<file path="src/include/mpe_pkg.sv">
// Shared constants and helpers for the memory protection block.
// Assumes a 32-bit data word and one synchronous clock domain.
package mpe_pkg;

  // ----------------------------------------------------------------
  // Widths and codes
  // ----------------------------------------------------------------
  localparam int DATA_W = 32;
  localparam int HAM_W = 6;
  localparam int CHK_W = 7;
  localparam int CODE_W = 39;
  localparam int L1_PAR_W = 4;
  localparam int N_CRC_DEF = 2;
  localparam int N_BANK_DEF = 4;
  localparam int ADDR_W_DEF = 12;
  localparam logic [3:0] BE_FULL = 4'hF;
  localparam logic [31:0] CRC_POLY = 32'h04C11DB7;
  localparam logic [31:0] CRC_SEED = 32'hFFFFFFFF;

  typedef enum logic [1:0] {PH_IDLE, PH_RAMRD, PH_DEC} mpe_phase_t;

  // ----------------------------------------------------------------
  // Helpers
  // ----------------------------------------------------------------
  // Codeword position of data bit j (positions that are not powers of two)
  function automatic logic [5:0] mpe_pos(input int j);
    logic [5:0] p;
    int cnt;
    p = '0;
    cnt = 0;
    for (int k = 1; k < CODE_W; k++) begin
      if ((k & (k - 1)) != 0) begin
        if (cnt == j) p = 6'(k);
        cnt++;
      end
    end
    return p;
  endfunction : mpe_pos

  function automatic logic [5:0] mpe_ham(input logic [31:0] d);
    logic [5:0] h;
    h = '0;
    for (int j = 0; j < DATA_W; j++) begin
      if (d[j]) h = h ^ mpe_pos(j);
    end
    return h;
  endfunction : mpe_ham

  // Check bits: [6] overall parity, [5:0] Hamming bits
  function automatic logic [6:0] mpe_encode(input logic [31:0] d);
    logic [5:0] h;
    h = mpe_ham(d);
    return {(^d) ^ (^h), h};
  endfunction : mpe_encode

  function automatic logic [3:0] mpe_bpar(input logic [31:0] d);
    logic [3:0] p;
    for (int i = 0; i < L1_PAR_W; i++) p[i] = ^d[8 * i +: 8];
    return p;
  endfunction : mpe_bpar

  // One 32-bit word into the CRC, MSB first, no reflection
  function automatic logic [31:0] mpe_crc(input logic [31:0] c_in, input logic [31:0] d,
                                          input logic [31:0] poly);
    logic [31:0] c;
    logic fb;
    c = c_in;
    for (int i = DATA_W - 1; i >= 0; i--) begin
      fb = c[31] ^ d[i];
      c = {c[30:0], 1'b0} ^ (fb ? poly : 32'h00000000);
    end
    return c;
  endfunction : mpe_crc

endpackage : mpe_pkg

</file>
<file path="src/logic/mpe_protect.sv">
// Parity for level-one words, SEC-DED for level-two memory, CRC engines.
// Assumes a synchronous RAM with one cycle read latency behind the ram_* port.
//
// How it works
// - Level-one data words carry per-byte parity
// - Tag accesses are never parity checked
// - Level-two single errors corrected on read and flagged on l2_sec_out
// - Correction on after reset, off per bank
// - Reported double errors raise a system event
// - Byte and halfword accesses keep check bits consistent
// - Two CRC engines beside the memory DMA
// - CRC covers L1, L2 and external memory words
// - CRC32 over source words, optional data forwarding
// - Signature mismatch against expected raises a fault
`timescale 1ns/1ps
module mpe_protect import mpe_pkg::*; #(
  parameter int N_BANK = N_BANK_DEF,
  parameter int ADDR_W = ADDR_W_DEF,
  parameter int N_CRC = N_CRC_DEF,
  parameter logic [31:0] POLY = CRC_POLY
) (
  input wire logic clock_in,
  input wire logic rst_in,
  input wire logic l1_gen_in,
  input wire logic [31:0] l1_gen_data_in,
  output logic [3:0] l1_par_out,
  input wire logic l1_chk_in,
  input wire logic l1_tag_in,
  input wire logic [31:0] l1_chk_data_in,
  input wire logic [3:0] l1_chk_par_in,
  output logic l1_perr_out,
  input wire logic l2_req_in,
  input wire logic l2_we_in,
  input wire logic [3:0] l2_be_in,
  input wire logic [ADDR_W-1:0] l2_addr_in,
  input wire logic [31:0] l2_wdata_in,
  output logic l2_ready_out,
  output logic l2_rvalid_out,
  output logic [31:0] l2_rdata_out,
  output logic l2_sec_out,
  output logic l2_ded_event_out,
  input wire logic bank_off_wr_in,
  input wire logic [N_BANK-1:0] bank_off_in,
  input wire logic ded_report_en_in,
  output logic ram_en_out,
  output logic ram_we_out,
  output logic [ADDR_W-1:0] ram_addr_out,
  output logic [CODE_W-1:0] ram_wdata_out,
  input wire logic [CODE_W-1:0] ram_rdata_in,
  input wire logic [N_CRC-1:0] crc_init_in,
  input wire logic [N_CRC-1:0] crc_valid_in,
  input wire logic [N_CRC-1:0][31:0] crc_data_in,
  input wire logic [N_CRC-1:0] crc_fwd_en_in,
  input wire logic [N_CRC-1:0] crc_check_in,
  input wire logic [N_CRC-1:0][31:0] crc_exp_in,
  output logic [N_CRC-1:0][31:0] crc_value_out,
  output logic [N_CRC-1:0] crc_fwd_valid_out,
  output logic [N_CRC-1:0][31:0] crc_fwd_data_out,
  output logic [N_CRC-1:0] crc_fault_out
);

  localparam int BANK_W = $clog2(N_BANK);

  if (N_BANK < 2 || (1 << BANK_W) != N_BANK || ADDR_W <= BANK_W || N_CRC < 1) begin : g_chk
    $error("mpe_protect: unsupported bank count, address width or engine count");
  end

  // ----------------------------------------------------------------
  // State
  // ----------------------------------------------------------------
  typedef struct packed {
    mpe_phase_t phase;
    logic we;
    logic [3:0] be;
    logic [ADDR_W-1:0] addr;
    logic [31:0] wdata;
    logic ram_en;
    logic ram_we;
    logic [ADDR_W-1:0] ram_addr;
    logic [CODE_W-1:0] ram_wd;
    logic rvalid;
    logic [31:0] rdata;
    logic sec;
    logic ded_evt;
    logic [N_BANK-1:0] off;
    logic [3:0] l1_par;
    logic l1_perr;
    logic [N_CRC-1:0][31:0] crc;
    logic [N_CRC-1:0] fwd_v;
    logic [N_CRC-1:0][31:0] fwd_d;
    logic [N_CRC-1:0] fault;
  } mpe_state_t;

  mpe_state_t s_ff;
  mpe_state_t nxt_s;
  logic [5:0] syn;
  logic ovr;
  logic dec_off;
  logic dec_single;
  logic dec_double;
  logic [31:0] fixed;
  logic [31:0] merged;

  // ----------------------------------------------------------------
  // Level-two decode of the word now on ram_rdata_in
  // ----------------------------------------------------------------
  always_comb begin
    syn = mpe_ham(ram_rdata_in[31:0]) ^ ram_rdata_in[37:32];
    ovr = (^ram_rdata_in[31:0]) ^ (^ram_rdata_in[38:32]);
    dec_off = s_ff.off[s_ff.addr[ADDR_W-1 -: BANK_W]];
    dec_single = !dec_off && ovr;
    dec_double = !dec_off && !ovr && (syn != 6'h00);
    fixed = ram_rdata_in[31:0];
    for (int j = 0; j < DATA_W; j++) begin
      if (dec_single && mpe_pos(j) == syn) fixed[j] = !fixed[j];
    end
    for (int b = 0; b < 4; b++) begin
      merged[8 * b +: 8] = s_ff.be[b] ? s_ff.wdata[8 * b +: 8] : fixed[8 * b +: 8];
    end
  end

  // ----------------------------------------------------------------
  // Next state
  // ----------------------------------------------------------------
  always_comb begin
    nxt_s = s_ff;
    nxt_s.ram_en = 1'b0;
    nxt_s.ram_we = 1'b0;
    nxt_s.rvalid = 1'b0;
    nxt_s.sec = 1'b0;
    nxt_s.ded_evt = 1'b0;
    nxt_s.l1_perr = 1'b0;
    if (bank_off_wr_in) nxt_s.off = bank_off_in;
    if (l1_gen_in) nxt_s.l1_par = mpe_bpar(l1_gen_data_in);
    if (l1_chk_in && !l1_tag_in) begin
      nxt_s.l1_perr = mpe_bpar(l1_chk_data_in) != l1_chk_par_in;
    end
    unique case (s_ff.phase)
      PH_IDLE: begin
        if (l2_req_in) begin
          nxt_s.we = l2_we_in;
          nxt_s.be = l2_be_in;
          nxt_s.addr = l2_addr_in;
          nxt_s.wdata = l2_wdata_in;
          nxt_s.ram_en = 1'b1;
          nxt_s.ram_addr = l2_addr_in;
          if (l2_we_in && l2_be_in == BE_FULL) begin
            nxt_s.ram_we = 1'b1;
            nxt_s.ram_wd = {mpe_encode(l2_wdata_in), l2_wdata_in};
          end else begin
            nxt_s.phase = PH_RAMRD;
          end
        end
      end
      PH_RAMRD: nxt_s.phase = PH_DEC;
      PH_DEC: begin
        nxt_s.phase = PH_IDLE;
        nxt_s.sec = dec_single;
        nxt_s.ded_evt = dec_double && ded_report_en_in;
        if (s_ff.we) begin
          nxt_s.ram_en = 1'b1;
          nxt_s.ram_we = 1'b1;
          nxt_s.ram_wd = {mpe_encode(merged), merged};
        end else begin
          nxt_s.rvalid = 1'b1;
          nxt_s.rdata = fixed;
        end
      end
    endcase
    for (int i = 0; i < N_CRC; i++) begin
      logic [31:0] base;
      base = crc_init_in[i] ? CRC_SEED : s_ff.crc[i];
      nxt_s.fwd_v[i] = crc_valid_in[i] && crc_fwd_en_in[i];
      nxt_s.fault[i] = crc_check_in[i] && (s_ff.crc[i] != crc_exp_in[i]);
      if (crc_valid_in[i]) begin
        nxt_s.crc[i] = mpe_crc(base, crc_data_in[i], POLY);
        nxt_s.fwd_d[i] = crc_data_in[i];
      end else begin
        nxt_s.crc[i] = base;
      end
    end
  end

  always_ff @(posedge clock_in or posedge rst_in) begin
    if (rst_in) begin
      s_ff <= '0;
    end else begin
      s_ff <= nxt_s;
    end
  end

  // ----------------------------------------------------------------
  // Outputs
  // ----------------------------------------------------------------
  assign l2_ready_out = s_ff.phase == PH_IDLE;
  assign l2_rvalid_out = s_ff.rvalid;
  assign l2_rdata_out = s_ff.rdata;
  assign l2_sec_out = s_ff.sec;
  assign l2_ded_event_out = s_ff.ded_evt;
  assign ram_en_out = s_ff.ram_en;
  assign ram_we_out = s_ff.ram_we;
  assign ram_addr_out = s_ff.ram_addr;
  assign ram_wdata_out = s_ff.ram_wd;
  assign l1_par_out = s_ff.l1_par;
  assign l1_perr_out = s_ff.l1_perr;
  assign crc_value_out = s_ff.crc;
  assign crc_fwd_valid_out = s_ff.fwd_v;
  assign crc_fwd_data_out = s_ff.fwd_d;
  assign crc_fault_out = s_ff.fault;

  for (genvar g = 0; g < N_CRC; g++) begin : g_crc_chk

  end
endmodule : mpe_protect

</file>
<file path="config.mk">
export PLATFORM = sky130hd
export DESIGN_NAME = mpe_protect
export DESIGN_NICKNAME = d
export VERILOG_FILES = /design/src/include/mpe_pkg.sv /design/src/logic/mpe_protect.sv
export SDC_FILE = /design/constraint.sdc
export NUM_CORES = 1
export LEC_CHECK = 0
export BUFFER_PORTS_ARGS = -buffer_cell sky130_fd_sc_hd__buf_4
export CORE_ASPECT_RATIO = 0.75
export CORE_UTILIZATION = 56
export DETAILED_ROUTE_END_ITERATION = 12
export GPL_TIMING_DRIVEN = 0
export PLACE_DENSITY = 0.94
export SLEW_MARGIN = 15
export SYNTH_ARGS = -nofsm -noshare
export SYNTH_HDL_FRONTEND = slang
export SYNTH_SLANG_ARGS = --single-unit
</file>
<file path="constraint.sdc">
create_clock -name clock_in -period 10.3 [get_ports clock_in]
set_input_delay 1.545 -clock clock_in [delete_from_list [all_inputs] [get_ports clock_in]]
set_output_delay 1.545 -clock clock_in [all_outputs]
set_load 0.005 [all_outputs]
</file>
# --- Yosys cells after proc, flatten, opt, wreduce, memory -nomap -nowiden ---
# Index checks and enable logic that the tools add are counted.
totals:
  word_cells: 17778
  register_bits: 268
  input_bits: 304
classes:
  n_eq_ne: 2925
  n_bitwise: 226
  addsub: 2880
  magnitude_cmp: 1
  n_reduce_logical: 191
  n_mux: 11534
op_table:
  columns: ["operator", "count"]
  rows:
  - ["$mux W32", 7940]
  - ["$add A32 B2 Y32 const B", 2880]
  - ["$eq A32 B6 Y1 const B", 1488]
  - ["$eq A32 B5 Y1 const B", 744]
  - ["$mux W6", 3232]
  - ["$eq A32 B4 Y1 const B", 372]
  - ["$eq A32 B3 Y1 const B", 186]
  - ["$eq A32 B2 Y1 const B", 93]
  - ["$logic_not A32 Y1", 93]
  - ["$xor A32 B27 Y32", 64]
  - ["$mux W27", 64]
  - ["$xor A6 B6 Y6", 94]
  - ["$mux W3", 128]
  - ["$mux W4", 80]
  - ["$mux W5", 40]
  - ["$mux W104", 1]
  - ["$reduce_xor A32 Y1", 3]
  - ["$eq A5 B6 Y1 const A", 15]
  - ["$mux W39", 2]
  - ["$pmux W39 S2", 1]
  - ["$xor A1 B1 Y1", 67]
  - ["$ne A32 B32 Y1", 2]
  - ["$reduce_xor A8 Y1", 8]
  - ["$eq A4 B6 Y1 const A", 7]
  - ["other kinds (28)", 153]

# --- Logic depth before layout (Yosys ltp) ---
depth:
  ltp_word: 387
  depth_mapped: 16

# --- Least setup slack after synthesis ---
# Ideal clock, no wire load.
synth_path:
  path_type: "input-to-reg"
  start: "input port ram_rdata_in[20]"
  end: "register s_ff, in the netlist ram_wdata_out[38]"
  arrival_time_ps: 5717
  n_path_buf: 1
  setup_time_ps: 90
  required_ps: 10210
  path_stages: 14
  setup_slack_ps: 4493
  cell_sequence: "xnor3_2 xor3_2 xor2_1 xnor3_2 or3b_1 buf_2 o31a_1 o31ai_4 xor2_2 xnor2_1 xnor3_2 xnor3_1 xnor3_1 o221ai_1"
synth_via:
  elab_chain_len: 159
  elab_cells_between_ends: 260
  cone_classes: "32 x eq/ne; 146 x mux; 45 x bitwise; 37 x reduce/logical"
synth_rtl:
  columns: ["item", "line_no", "source"]
  rows:
  - ["from (decl)", "mpe_protect.sv:49", "input wire logic [CODE_W-1:0] ram_rdata_in,"]
  - ["$mux W6", null, null]
  - ["$xor A6 B6 Y6", null, null]
  - ["$mux W6", null, null]
  - ["$xor A6 B6 Y6", null, null]
  - ["$mux W6", null, null]
  - ["$xor A6 B6 Y6", null, null]
  - ["$mux W6", null, null]
  - ["$xor A6 B6 Y6", null, null]
  - ["[139 not listed]", null, null]
  - ["$xor A6 B6 Y6", null, null]
  - ["$mux W6 (3 in a row)", null, null]
  - ["$xor A6 B6 Y6", null, null]
  - ["$mux W6 (3 in a row)", null, null]
  - ["$reduce_xor A6 Y1", null, null]
  - ["$xor A1 B1 Y1 *", null, null]
  - ["$mux W39 *", null, null]
  - ["$pmux W39 S2 *", null, null]
  - ["to (signal assigned)", "mpe_protect.sv:188", "s_ff <= nxt_s;"]
  - ["to (decl)", "mpe_protect.sv:94", "mpe_state_t s_ff;"]
# Mark *: on every way between the ends. The rest lies on a longest branch, timed or not. The select of a mux whose other input is x is not followed.
# A chain may end at the register's enable or synchronous reset.

# --- Worst setup path after layout ---
# Ends and elaborated chain as after synthesis.

==> impl_results.md <==
- Status: completed
- Post-synthesis cell area: 0.0224 sq mm
- CP endpoint kind: flip-flop
- Postcts setup bufs: 0
- Hold_buf cts: 0
- Clock Skew: 0.0136 ns
- Gp weighted congestion: 1.01
- Post-synthesis sequential area ratio: 30.0%
- Area growth, synth to finish: 25.2%
- Final Critical Period: 6.22 ns
- Mapped Nets: 2495
- Port buffer count: 515
- #FFs+latches synth: 268
- Dominant synthesized flop cell: dfrtp_1
- FMAX: 0.161 GHz
- IO Count: 530
- Initial Util: 56.8%
- Layout cell share with drive strength beyond 1: 36.3%
- Die Span Y: 175 um
- Total core area: 0.0394 sq mm
- YS warnings: 0
- Synth top area share: 30.0%
- Row count: 63
- Clock-pin slew on the worst setup and hold paths: 0.07 ns
- Nets: 3044
- Max Buffers Root-to-Sink: 3
- Fillers: 2943
- CP Launch Type: input port
- Clock sink count: 268
- Asr flop ratio synth: 100%
- Clk Latency, worst-skew pair: 0.59 ns
- RSZ-0062 raised after global routing: false
- Synth top area cells: dfrtp_1, xnor2_1, buf_4
- EDFF count, synth: 0
- Fin. Hold Viols: 0
- Wire per inst: 23.8 um
- Count leader, synth: xnor2_1
- Part of the cycle the worst path needs: 60.4%
- Worst relative slew slack: 18.0%
- Setup TNS: 0 ns
- Vias in the first global route: 18400
- Post-detail-place hpwl: 63.1 mm
- Synth Instances: 2188
- Post-CTS resize count: 0
- Antenna Nets Post-Route: 0
- Routed WL: 78.0 mm
- Synth unique cells: 60
- Post-Syn Area per Cell: 10.2 sq um
- Iteration-0 DRC Markers: 2053
- Critical path class: in -> reg
- Crit path max fanout: 10
- Pin count of the biggest net entering global routing: 99
- Critical path data required time: 10.80 ns
- Placed Area: 0.0270 sq mm
- Placed cells: 3225
- Fin. max-slew vios: 0
- Vias per cell: 5.59
- Worst-margin pin slew: 1.22 ns
- DRT Pass-1 Iters: 6
- Hold Crit Depth: 2
- CTS root buf: clkbuf_16
- FF-to-FF path depth: 14
- Max_cap viols: 0
- Yosys top cell by area: dfrtp_1
- Via count: 18400
- Global-route wire length before repair: 115 mm
- HP Class: reg -> reg
- CTS Buf Count: 30
- Die W: 233 um
- Non-Filler Instances: 3283
- CTS tree: built
- DRC violations left: 0
- Final cell area excluding filler cells: 0.0280 sq mm
- Setup Viol. Count Final: 0
- H-tree level count: 1
- Worst EP arrival: 6.72 ns
- Total grt overflow: 0
- Post-synth top cells: xnor2_1, dfrtp_1, buf_4
- GRT Resource Usage Total: 37.8%
- Antenna violations before repair: 2
- Die area: 0.0408 sq mm
[cells in the final DEF (no fill, tap or decap), types with 10 or more instances in the layout]
master	instances
buf_4	734
buf_2	22
xor2_1	146
nand2b_1	21
inv_1	12
a21oi_1	90
mux2_2	126
dfrtp_1	268
o21ai_0	34
nand4_1	18
nor3_1	29
o31a_1	16
nand2_1	69
clkbuf_1	63
nand3_1	15
clkbuf_16	31
xnor2_2	27
a22oi_1	10
xnor2_1	645
nor2_1	151
o21a_1	13
nor4_1	25
xnor3_1	53
buf_1	11
o211ai_1	13
[registers in the layout (all words and copies together) (netlist names)]
signal,flops
crc_fault_out,2
ram_wdata_out,39
l1_par_out,4
crc_fwd_data_out,64
s_ff,43
l2_sec_out,1
crc_fwd_valid_out,2
ram_en_out,1
ram_we_out,1
l1_perr_out,1
l2_ded_event_out,1
l2_rvalid_out,1
crc_value_out,64
ram_addr_out,12
l2_rdata_out,32
[cells by family after synthesis]
kind of cell / Yosys count / share of synthesized area, %
AOI/OAI and AO/OA: 208 / 5.93
xor gates and xnor gates: 893 / 40.4
adders and majority gates: 3 / 0.168
buffers and inverters: 327 / 9.35
DFF: 268 / 30.0
muxes: 135 / 6.80
and+or+nand+nor: 354 / 7.35
[path summary, 6_finish.rpt]
path                                              startpoint  slack (ns)                                to
max in group asynchronous                             rst_in        8.25  crc_fwd_data_out[54]$_DFFE_PP0P_
worst min register to register  l2_rdata_out[28]$_DFFE_PP0P_        0.48      l2_rdata_out[28]$_DFFE_PP0P_
worst min-delay path            l2_rdata_out[28]$_DFFE_PP0P_        0.48      l2_rdata_out[28]$_DFFE_PP0P_
worst max register to register   crc_value_out[63]$_DFF_PP0_        4.79       crc_value_out[44]$_DFF_PP0_
min in group asynchronous                             rst_in        1.10     ram_wdata_out[23]$_DFFE_PP0P_
worst max-delay path                        ram_rdata_in[20]        4.08     ram_wdata_out[38]$_DFFE_PP0P_
[worst max-delay path: stages]
cell	delay, ns
buf_4	0.13
xnor3_2	0.45
xor3_2	0.43
xor2_1	0.15
xnor3_2	0.48
buf_6	0.17
nor4_1	0.54
a21boi_0	0.24
o31ai_1	0.97
xor2_1	0.24
xnor2_1	0.23
xnor3_1	0.27
xnor2_1	0.24
xnor3_1	0.45
o221ai_1	0.17
[cell type report]
| class | count | area, sq um | area share [%] |
|---|---|---|---|
| repair buffers | 517 | 3920 | 14.0 |
| clock buffers | 40 | 850 | 3.03 |
| well taps | 520 | 651 | 2.32 |
| multi-input cells | 1593 | 13600 | 48.5 |
| clock inverters | 16 | 198 | 0.706 |
| plain buffers | 312 | 2040 | 7.27 |
| inverters | 15 | 63.8 | 0.228 |
| diodes | 2 | 5.00 | 0.0179 |
| flip-flops and latches | 268 | 6710 | 23.9 |
[metal layers]
layer	vias to the layer above	GRT usage (%)	wire [um]
met1	9008	53.9	32600
met4	0	10.4	2380
li1	8048	-	-
met2	1130	56.6	34400
met3	169	9.53	8630
met5	-	0	0
[stage by stage]
stage,utilization (%),hold WS (ns),setup slack (ns)
after floorplan,-,0.447,1.37
after global placement,68.2,0.463,-1.54
after detailed placement,68.4,0.466,3.67
after CTS,71.1,0.482,4.24
after global routing,71.1,0.515,3.92
final,71.1,0.479,4.08
Power is not shown: default switching activity piles up to over one toggle a cycle in this logic, so the estimate is an artifact.
